<file path="config.mk">
export PLATFORM = sky130hd
export DESIGN_NAME = lorg_regs
export DESIGN_NICKNAME = d
export VERILOG_FILES = /design/src/lorg_pkg.sv /design/src/lorg_regs.sv /design/src/lorg_sticky_flag.sv
export SDC_FILE = /design/constraint.sdc
export NUM_CORES = 1
export LEC_CHECK = 0
export BUFFER_PORTS_ARGS = -buffer_cell sky130_fd_sc_hd__buf_4
export CAP_MARGIN = 40
export CORE_AREA = 2 2 91 93
export CTS_BUF_LIST = sky130_fd_sc_hd__clkbuf_4
export CTS_CLUSTER_DIAMETER = 120
export DETAILED_ROUTE_END_ITERATION = 6
export DIE_AREA = 0 0 93 95
export GPL_ROUTABILITY_DRIVEN = 0
export SLEW_MARGIN = 15
export SYNTH_ARGS = -nofsm -noshare
export SYNTH_HDL_FRONTEND = slang
export SYNTH_SLANG_ARGS = --single-unit
</file>
<file path="constraint.sdc">
create_clock -name clk_i -period 6.7 [get_ports clk_i]
set_input_delay 0.335 -clock clk_i [delete_from_list [all_inputs] [get_ports clk_i]]
set_output_delay 0.335 -clock clk_i [all_outputs]
set_load 0.01 [all_outputs]
</file>
<file path="src/lorg_pkg.sv">
// Purpose: Constants for the first linear regulator channel register bank.
// Assumes: Byte-wide registers reached through an I2C register port outside this bank.
// Notes: Offsets are byte addresses on the register port.
package lorg_pkg;
   localparam logic [7:0] STATUS_ADDR = 8'ha0;
   localparam logic [7:0] VOLTAGE_ADDR = 8'ha1;
   localparam logic [7:0] ENABLE_ADDR = 8'ha2;
   localparam logic [7:0] STATUS_RESET = 8'h0e;
   localparam logic [7:0] VOLTAGE_RESET = 8'h3f;
   localparam logic [7:0] ENABLE_RESET = 8'h40;
   // Status register fields.
   localparam int POWER_OK_BIT = 7;
   localparam int OV_FLAG_BIT = 6;
   localparam int ILIM_FLAG_BIT = 5;
   localparam int UV_MASK_BIT = 3;
   localparam int OV_MASK_BIT = 2;
   localparam int ILIM_MASK_BIT = 1;
   localparam logic [7:0] STATUS_WMASK = 8'h0e;
   // Voltage register fields.
   localparam int VCODE_LSB = 0;
   localparam int VCODE_W = 6;
   localparam int PDLOW_LSB = 6;
   localparam int PDLOW_W = 2;
   // Enable register fields.
   localparam int DIRECT_EN_BIT = 7;
   localparam int SLEEP_OFF_BIT = 4;
   localparam int DEEP_OFF_BIT = 3;
   // Target voltage is base plus code times step, in millivolts.
   localparam int VBASE_MV = 600;
   localparam int VSTEP_MV = 50;
   localparam int VMAX_MV = 3750;
   localparam int VMV_W = 12;
   localparam int PD_CODE_W = 4;
   // Flag state machine encodings.
   typedef enum logic [2:0] {
      LORG_FLAG_IDLE = 3'b001,
      LORG_FLAG_HELD = 3'b010,
      LORG_FLAG_CLEARABLE = 3'b100
   } lorg_flag_state_t;
endpackage

</file>
<file path="src/lorg_regs.sv">
// Purpose: Status, voltage and enable registers of the first linear regulator channel.
// Assumes: An I2C slave outside decodes bytes into one-cycle read and write strobes.
// Notes: Read data is registered and valid the cycle after the read strobe.
`timescale 1ns/1ps
module lorg_regs (
   // Clock and reset.
   input wire logic clk_i,
   input wire logic rst_i,
   // Register port from the I2C slave.
   input wire logic [7:0] addr_i,
   input wire logic [7:0] wdata_i,
   input wire logic wr_i,
   input wire logic rd_i,
   output logic [7:0] rdata_o,
   output logic hit_o,
   // Analog comparator levels.
   input wire logic power_ok_i,
   input wire logic overvoltage_i,
   input wire logic current_limit_i,
   input wire logic undervoltage_i,
   // Sequencing, power mode and pulldown high bits.
   input wire logic seq_enable_i,
   input wire logic sleep_i,
   input wire logic deep_sleep_i,
   input wire logic [1:0] pulldown_high_bits_i,
   // Regulator controls.
   output logic reg_one_enable_o,
   output logic [5:0] reg_one_voltage_code_o,
   output logic [11:0] reg_one_target_mv_o,
   output logic [3:0] buck_one_pulldown_code_o,
   output logic [2:0] reg_one_sequence_qualifier_o,
   output logic reg_one_pushbutton_seq_enable_o,
   // Fault and interrupt feeds to the master logic.
   output logic master_undervoltage_fault_o,
   output logic master_overvoltage_fault_o,
   output logic current_limit_irq_o
);
   logic [7:0] mask_reg;
   logic [7:0] mask_next;
   logic [7:0] vset_reg;
   logic [7:0] vset_next;
   logic [7:0] ctrl_reg;
   logic [7:0] ctrl_next;
   logic [7:0] rdata_reg;
   logic [7:0] rdata_next;
   logic [7:0] status_view;
   logic reg_one_overvoltage_flag;
   logic reg_one_current_limit_flag;
   logic status_read;

   function automatic logic sel(input logic [7:0] a, input logic [7:0] b);
      sel = (a == b);
   endfunction

   assign status_read = rd_i && sel(addr_i, lorg_pkg::STATUS_ADDR);

   lorg_sticky_flag u_ov_flag (
      .clk_i(clk_i),
      .rst_i(rst_i),
      .cause_i(overvoltage_i),
      .read_i(status_read),
      .flag_o(reg_one_overvoltage_flag)
   );

   lorg_sticky_flag u_ilim_flag (
      .clk_i(clk_i),
      .rst_i(rst_i),
      .cause_i(current_limit_i),
      .read_i(status_read),
      .flag_o(reg_one_current_limit_flag)
   );

   always_comb begin
      status_view = mask_reg & lorg_pkg::STATUS_WMASK;
      status_view[lorg_pkg::POWER_OK_BIT] = power_ok_i;
      status_view[lorg_pkg::OV_FLAG_BIT] = reg_one_overvoltage_flag;
      status_view[lorg_pkg::ILIM_FLAG_BIT] = reg_one_current_limit_flag;
   end

   // Only the mask bits of the status byte take writes; the other bytes are fully writable,
   // reserved bits included, so software keeps them by writing back what it read.
   always_comb begin
      mask_next = mask_reg;
      vset_next = vset_reg;
      ctrl_next = ctrl_reg;
      rdata_next = rdata_reg;
      if (wr_i && sel(addr_i, lorg_pkg::STATUS_ADDR)) begin
         mask_next = wdata_i & lorg_pkg::STATUS_WMASK;
      end
      if (wr_i && sel(addr_i, lorg_pkg::VOLTAGE_ADDR)) begin
         vset_next = wdata_i;
      end
      if (wr_i && sel(addr_i, lorg_pkg::ENABLE_ADDR)) begin
         ctrl_next = wdata_i;
      end
      if (rd_i) begin
         case (addr_i)
            lorg_pkg::STATUS_ADDR: rdata_next = status_view;
            lorg_pkg::VOLTAGE_ADDR: rdata_next = vset_reg;
            lorg_pkg::ENABLE_ADDR: rdata_next = ctrl_reg;
            default: rdata_next = 8'h00;
         endcase
      end
   end

   always_ff @(posedge clk_i or posedge rst_i) begin
      if (rst_i) begin
         mask_reg <= lorg_pkg::STATUS_RESET;
         vset_reg <= lorg_pkg::VOLTAGE_RESET;
         ctrl_reg <= lorg_pkg::ENABLE_RESET;
         rdata_reg <= 8'h00;
      end else begin
         mask_reg <= mask_next;
         vset_reg <= vset_next;
         ctrl_reg <= ctrl_next;
         rdata_reg <= rdata_next;
      end
   end

   assign rdata_o = rdata_reg;
   assign hit_o = sel(addr_i, lorg_pkg::STATUS_ADDR) || sel(addr_i, lorg_pkg::VOLTAGE_ADDR)
      || sel(addr_i, lorg_pkg::ENABLE_ADDR);

   // Masks gate only the master feeds; the local overvoltage and current limit flags keep reporting.
   assign master_undervoltage_fault_o = undervoltage_i
      && !mask_reg[lorg_pkg::UV_MASK_BIT];
   assign master_overvoltage_fault_o = reg_one_overvoltage_flag
      && !mask_reg[lorg_pkg::OV_MASK_BIT];
   assign current_limit_irq_o = reg_one_current_limit_flag
      && !mask_reg[lorg_pkg::ILIM_MASK_BIT];

   // Sleep states override sequencing when their off bits are set, but the direct enable wins over everything.
   assign reg_one_enable_o = ctrl_reg[lorg_pkg::DIRECT_EN_BIT]
      || (seq_enable_i
      && !(sleep_i && ctrl_reg[lorg_pkg::SLEEP_OFF_BIT])
      && !(deep_sleep_i && ctrl_reg[lorg_pkg::DEEP_OFF_BIT]));

   assign reg_one_voltage_code_o = vset_reg[lorg_pkg::VCODE_LSB +: lorg_pkg::VCODE_W];
   assign reg_one_target_mv_o = 12'(lorg_pkg::VBASE_MV)
      + 12'(lorg_pkg::VSTEP_MV) * {6'h00, reg_one_voltage_code_o};
   assign buck_one_pulldown_code_o = {pulldown_high_bits_i,
      vset_reg[lorg_pkg::PDLOW_LSB +: lorg_pkg::PDLOW_W]};
   // Factory sequencing fields are passed on untouched; software is trusted to leave them.
   assign reg_one_sequence_qualifier_o = ctrl_reg[2:0];
   assign reg_one_pushbutton_seq_enable_o = ctrl_reg[6];
endmodule

</file>
<file path="src/lorg_sticky_flag.sv">
// Purpose: Sticky event flag that clears only once the cause is gone and the flag was read.
// Assumes: Cause and read strobe are synchronous to clk_i.
// Notes: A cause present in the read cycle keeps the flag set.
`timescale 1ns/1ps
module lorg_sticky_flag (
   // Clock and reset.
   input wire logic clk_i,
   input wire logic rst_i,
   // Event and clear qualifiers.
   input wire logic cause_i,
   input wire logic read_i,
   // Flag.
   output logic flag_o
);
   lorg_pkg::lorg_flag_state_t state_reg;
   lorg_pkg::lorg_flag_state_t state_next;

   // A read taken while the cause still stands arms the clear, so the flag drops as soon as
   // the cause goes; a new cause always wins over a pending clear.
   always_comb begin
      state_next = state_reg;
      case (state_reg)
         lorg_pkg::LORG_FLAG_IDLE: begin
            if (cause_i) begin
               state_next = lorg_pkg::LORG_FLAG_HELD;
            end
         end
         lorg_pkg::LORG_FLAG_HELD: begin
            if (read_i && !cause_i) begin
               state_next = lorg_pkg::LORG_FLAG_IDLE;
            end else if (read_i) begin
               state_next = lorg_pkg::LORG_FLAG_CLEARABLE;
            end
         end
         lorg_pkg::LORG_FLAG_CLEARABLE: begin
            if (!cause_i) begin
               state_next = lorg_pkg::LORG_FLAG_IDLE;
            end
         end
         default: begin
            state_next = lorg_pkg::LORG_FLAG_IDLE;
         end
      endcase
   end

   always_ff @(posedge clk_i or posedge rst_i) begin
      if (rst_i) begin
         state_reg <= lorg_pkg::LORG_FLAG_IDLE;
      end else begin
         state_reg <= state_next;
      end
   end

   assign flag_o = (state_reg != lorg_pkg::LORG_FLAG_IDLE);
endmodule

</file>
==> results of run 1 <==
cells in the final DEF, fill, tap and decap left out, types with 2 or more instances in the layout:
master / netlist / routed
inv_1: 21 / 21
a22oi_1: 3 / 3
a31oi_1: 2 / 2
dfstp_2: 12 / 12
nand3_1: 4 / 4
and3_1: 2 / 2
mux2_2: 18 / 18
o22ai_1: 6 / 6
nand3_4: 2 / 2
and2_1: 2 / 2
buf_4: 8 / 63
nor2b_1: 8 / 8
xor2_1: 3 / 3
clkbuf_4: 0 / 7
nand2b_1: 2 / 2
a211oi_1: 3 / 3
nor3b_1: 5 / 5
xnor2_1: 6 / 6
a22o_1: 2 / 2
mux2i_1: 4 / 4
ha_1: 24 / 24
nor3_1: 2 / 2
a21oi_1: 14 / 14
o21ai_0: 10 / 10
nor2_1: 18 / 18
dfrtp_1: 21 / 21
nand2_1: 7 / 7
worst reg2reg max path, stage by stage (launching register included):
cell	delay, ns
dfstp_2	0.58
nor3b_1	0.40
o21ai_0	0.13
a22oi_1	0.18
o22ai_1	0.09
per-layer routing:
layer	track usage (%)	share of wire [%]	up-vias
li1	-	-	922
met1	17.4	47	860
met2	19.0	47	38
met3	3.19	4.3	10
met4	4.04	1.8	0
met5	0	0	-
cell type report:
cell class / instances / area share (%)
Clock buffer: 7 / 1.83
Clock inverter: 1 / 0.130
Inverter: 21 / 2.74
Multi-Input combinational cell: 164 / 45.1
Sequential cell: 33 / 29.2
Tap cell: 105 / 4.56
Timing Repair Buffer: 63 / 16.4
cell families after synthesis:
family                     count (synthesis)  synth area share (%)
AOI/OAI and AO/OA                         47                  12.5
xor gates and xnor gates                   9                  3.42
adders and majority gates                 25                  13.9
buffers and inverters                     33                  7.12
DFF                                       33                  36.5
muxes                                     23                  11.0
other                                      1                 0.163
and+or+nand+nor                           59                  15.3
through the flow:
stage	cells	hold WS, ns
6_report	394	0.0857
2_1_floorplan	230	0.455
4_1_cts	394	0.0916
5_1_grt	394	0.106
3_5_place_dp	386	0.461
3_3_place_gp	386	0.464
worst max path at each step:
stage	start	end	depth (start not counted)
global route	vset_reg[2]	reg_one_target_mv_o[11]	11
global placement	vset_reg[2]	reg_one_target_mv_o[11]	11
floorplan	vset_reg[2]	reg_one_target_mv_o[11]	10
CTS	vset_reg[2]	reg_one_target_mv_o[11]	11
detailed placement	vset_reg[2]	reg_one_target_mv_o[11]	11
finish	vset_reg[2]	reg_one_target_mv_o[11]	11
power by group through the flow:
stage                     clock, W  combinational, W  sequential [W]
after floorplan                  0         0.0000980        0.000245
after global placement           0          0.000160        0.000248
after detailed placement         0          0.000162        0.000249
after CTS                 0.000118          0.000162        0.000246
after global routing      0.000128          0.000179        0.000252
final                     0.000114          0.000159        0.000246
==> results.sh, run 1 <==
export IMPL_status="finished, final reports clean"
export IMPL_rows=33
export IMPL_combPwrFrac_pct=30.6
export IMPL_synth_common_cells="ha_1 (24), dfrtp_1 (21), inv_1 (21)"
export IMPL_grt_max_degree=34
export IMPL_p_total_w=0.000520
export IMPL_post_cts_resized=0
export IMPL_nets=342
export IMPL_leakage_nw=1.41
export IMPL_maxCapViolCount=0
export IMPL_p_clk_share_pct=22.0
export IMPL_clock_root_buffer="clkbuf_4"
export IMPL_ir_drop_mv=0.102
export IMPL_core_um2=7930
export IMPL_tightest_slew_ns=0.487
export IMPL_clock_sinks=33
export IMPL_p_int_w=0.000352
export IMPL_r2r_end="rdata_o[5]"
export IMPL_avgSynthCellArea_um2=10.0
export IMPL_ff2ff_path_depth=4
export IMPL_slew_headroom_pct=67.1
export IMPL_antenna_found_initial=0
export IMPL_r2r_slack_ns=5.21
export IMPL_grt_pass1_wl_um=8560
export IMPL_seq_area_frac_synth_pct=36.5
export IMPL_finalCriticalPeriod_ns=3.73
export IMPL_cts_hold_buf=0
export IMPL_crit_buf_inv=2
export IMPL_portBuffers=62
export IMPL_p_sw_w=0.000168
export IMPL_cts_buffers=5
export IMPL_slew_viol_final=0
export IMPL_syn_inst=230
export IMPL_routed_via_density=4.64
export IMPL_synth_area_leaders="dfrtp_1 (23%), dfstp_2 (14%), ha_1 (13%)"
export IMPL_required_ns=6.36
export IMPL_synth_top_area_share_pct=22.8
export IMPL_clk_latency_ns=0.33
export IMPL_crit_type="register to output port"
export IMPL_layout_drive_gt1_share_pct=36.7
export IMPL_cp_top_family="adder cells"
export IMPL_vias=1830
export IMPL_cp_arrival_ns=3.40
export IMPL_num_io_pins=68
export IMPL_synth_area_leader_cell="dfrtp_1"
export IMPL_switching_share_pct=32.3
export IMPL_die_w_um=93
export IMPL_first_pass_iters=4
export IMPL_crit_top_cell="ha_1"
export IMPL_fillers=834
export IMPL_p_per_area_nw_per_um2=181
export IMPL_finalWirelength_um=5350
export IMPL_start_kind="register"
export IMPL_pre_cts_ws_ns=3.31
export IMPL_cts_tree="done"
export IMPL_die_height_um=95
export IMPL_drcViolationCount=0
export IMPL_setup_tns_ns=0
export IMPL_wire_per_inst_um=13.6
export IMPL_final_area_um2=2880
export IMPL_multiInputGateArea_um2=1300
export IMPL_r2r_start="u_ilim_flag.state_reg[0]"
export IMPL_antenna_left=0
export IMPL_dpl_cell_area_um2=2820
export IMPL_insertedDiodeCount=0
export IMPL_min_path_type="input pin to async pin"
export IMPL_synth_edf_count=0
export IMPL_dpl_hpwl_um=4260
export IMPL_synth_most_common_cell="ha_1"
export IMPL_critPathMaxStageDelay_ns=0.60
export IMPL_drt_iter0_drc=86
export IMPL_max_freq_mhz=268
export IMPL_final_util_pct=36.3
export IMPL_area_delta_synth_final_pct=25.0
export IMPL_grt_ovfl_total=0
export IMPL_finClkSkew_ns=0.00952
export IMPL_start_util_pct=29.1
export IMPL_netlist_area_um2=2300
export IMPL_h_tree_depth=2
export IMPL_clk_path_buf_depth=2
export IMPL_finalHoldViolCount=0
export IMPL_grt_pass1_vias=1682
export IMPL_synthArstFlopShare_pct=100
export IMPL_worst_path_max_delay_cell="dfstp_2"
export IMPL_path_max_fanout=7
export IMPL_synth_cell_types=46
export IMPL_grt_total_usage_pct=12.5
export IMPL_layout_setup_ws_ns=2.97
export IMPL_seqPwrFrac_pct=47.4
export IMPL_rsz0062_at_grt="no"
export IMPL_yosysWarningCount=0
export IMPL_setup_violations=0
export IMPL_crit_chain="ha_1 > ha_1 > ha_1 > inv_1 > fa_1 > nand2b_1 > a211oi_1 > nor4_1 > a311oi_1 > xnor2_1 > buf_4"
export IMPL_worst_setup_path_end_kind="output port"
export IMPL_die_area_um2=8840
export IMPL_cts_setup_buffers=0
export IMPL_min_period_over_period_pct=55.7
export IMPL_synth_nets=284
export IMPL_clk_pin_slew_ns=0.10
export IMPL_synth_flop_cell="dfrtp_1"
export IMPL_regArea_um2=841
export IMPL_ys_seq_elements=33
No activity file was read; power rests on OpenSTA's default activity.
==> run 2, diff against run 1 <==
==> constraint.sdc (replaced) <==
create_clock -name clk_i -period 3.2 [get_ports clk_i]
set_input_delay 0.16 -clock clk_i [delete_from_list [all_inputs] [get_ports clk_i]]
set_output_delay 0.16 -clock clk_i [all_outputs]
set_load 0.01 [all_outputs]
==> run 2 against run 1 <==
Net effect:
- the run now ends with negative setup slack left
- cell count grew 4.6%
- sequential power grew 110%
- critical path type unchanged
- critical endpoint unchanged
- count of clock-buffer cells in the layout shrank 1
- sequential share of layout area shrank 3.7 points
- highest routed layer unchanged
==> results.sh, run 2 (same netlist as run 1, synthesis figures left out) <==
export IMPL_rsz0062_at_grt="yes"
export IMPL_stdcell_count=412
export IMPL_num_io_pins=68
export IMPL_clk_pin_slew_ns=0.11
export IMPL_area_delta_synth_final_pct=43.1
export IMPL_h_tree_depth=2
export IMPL_wl_met1_um=2600
export IMPL_drt_iter0_drc=54
export IMPL_die_height_um=95
export IMPL_drcViolationCount=0
export IMPL_cp_arrival_ns=3.09
export IMPL_wire_per_inst_um=13.9
export IMPL_grt_pass1_wl_um=9240
export IMPL_fillers=795
export IMPL_crit_type="register to output port"
export IMPL_final_area_um2=3300
export IMPL_insertedDiodeCount=0
export IMPL_routed_via_density=4.67
export IMPL_violations="negative setup slack"
export IMPL_antenna_found_initial=0
export IMPL_clock_root_buffer="clkbuf_4"
export IMPL_ff2ff_path_depth=4
export IMPL_status="complete, but fails checks"
export IMPL_worst_setup_path_end_kind="output port"
export IMPL_die_area_um2=8840
export IMPL_met3_wirelength_um=229
export IMPL_die_w_um=93
export IMPL_vias=1925
export IMPL_setup_tns_ns=-0.0527
export IMPL_path_max_fanout=2
export IMPL_crit_end="reg_one_target_mv_o[11]"
export IMPL_max_freq_mhz=307
export IMPL_start_util_pct=29.1
export IMPL_r2r_end="rdata_o[5]"
export IMPL_min_path_type="input pin to register"
export IMPL_finalCriticalPeriod_ns=3.25
export IMPL_r2r_slack_ns=1.73
export IMPL_slew_viol_final=0
export IMPL_final_util_pct=41.6
export IMPL_required_ns=3.04
export IMPL_finalHoldViolCount=0
export IMPL_ir_drop_mv=0.230
export IMPL_finalWirelength_um=5750
export IMPL_nets=360
export IMPL_min_period_over_period_pct=102
export IMPL_leakage_nw=1.50
export IMPL_place_inst=395
export IMPL_p_per_area_nw_per_um2=346
export IMPL_grt_max_degree=21
export IMPL_core_um2=7930
export IMPL_layout_setup_ws_ns=-0.0527
export IMPL_cts_buffers=5
export IMPL_maxCapViolCount=0
export IMPL_clock_sinks=33
export IMPL_hold_ws_ns=0.0482
export IMPL_portBuffers=62
export IMPL_final_cell_mix="buf_4 (76), dfrtp_1 (21), inv_1 (19), mux2_2 (18), nor2_1 (16)"
export IMPL_finClkSkew_ns=0.0150
export IMPL_mostFrequentLayoutCell="buf_4"
export IMPL_dpl_cell_area_um2=2910
export IMPL_cts_tree="done"
export IMPL_grt_ovfl_total=0
export IMPL_regArea_um2=841
export IMPL_r2r_start="u_ilim_flag.state_reg[0]"
export IMPL_start_kind="register"
export IMPL_clk_latency_ns=0.34
export IMPL_grt_pass1_vias=1911
export IMPL_clk_path_buf_depth=2
export IMPL_layout_drive_gt1_share_pct=49.8
export IMPL_met2_length_um=2830
export IMPL_top_layer="met4"
export IMPL_rows=33
export IMPL_multiInputGateArea_um2=1550
export IMPL_grt_total_usage_pct=13.4
export IMPL_antenna_left=0
export IMPL_dpl_hpwl_um=4370
export IMPL_setup_violations=1
export IMPL_cp_startpoint="vset_reg[1]"
export IMPL_first_pass_iters=4
-- run 2: report_power, final --
| group | leakage (nW) | internal (W) | switching, W |
|---|---|---|---|
| clock network | 0.0354 | 0.0000921 | 0.000144 |
| logic | 1.06 | 0.000202 | 0.000191 |
| registers | 0.413 | 0.000469 | 0.0000416 |
-- run 2: cell type report --
cell class,instances,share of cell area [%]
Timing Repair Buffer,81,19.5
Sequential cell,33,25.5
Multi-Input combinational cell,164,47.0
Clock inverter,2,0.304
Inverter,21,2.39
Tap cell,105,3.98
Clock buffer,6,1.37
-- run 2: metrics by stage --
stage	power (W)	worst slack (ns)
after floorplan	0.000718	0.184
after global placement	0.000860	0.0633
after detailed placement	0.000871	0.0471
after CTS	0.00114	-0.0167
after global routing	0.00122	-0.166
final	0.00114	-0.0527
-- run 2: critical path, stage by stage (launching register included) --
cell and delay [ns]:
dfstp_2 0.56, buf_6 0.10, ha_4 0.19, ha_4 0.22
ha_4 0.27, inv_2 0.03, fa_2 0.34, nand2b_4 0.16
a211oi_4 0.26, nor4_2 0.08, a311oi_2 0.27, xnor2_1 0.14
buf_4 0.14
-- run 2: worst min-delay path by stage --
stage	depth (start not counted)	startpoint	slack, ns	end
floorplan	1	rst_i	0.28	ctrl_reg[0]
global placement	0	pulldown_high_bits_i[0]	0.32	buck_one_pulldown_code_o[2]
detailed placement	2	rst_i	0.16	ctrl_reg[1]
CTS	2	wdata_i[3]	0.04	ctrl_reg[3]
global route	2	wdata_i[7]	0.04	ctrl_reg[7]
finish	2	wdata_i[3]	0.05	ctrl_reg[3]
-- run 2: repair_timing --
action,in CTS,in global routing
pin swaps,14,6
gates cloned,0,0
endpoints found under the hold margin,4,0
hold buffers,1,0
setup endpoints to repair,3,3
resized for setup,26,14
setup buffers,7,1
-- run 2: routing by layer --
metal / vias to the layer above / track usage [%]
met1: 911 / 17.4
met5: - / 0
met2: 42 / 22.6
met4: 0 / 4.41
li1: 962 / -
met3: 10 / 2.55
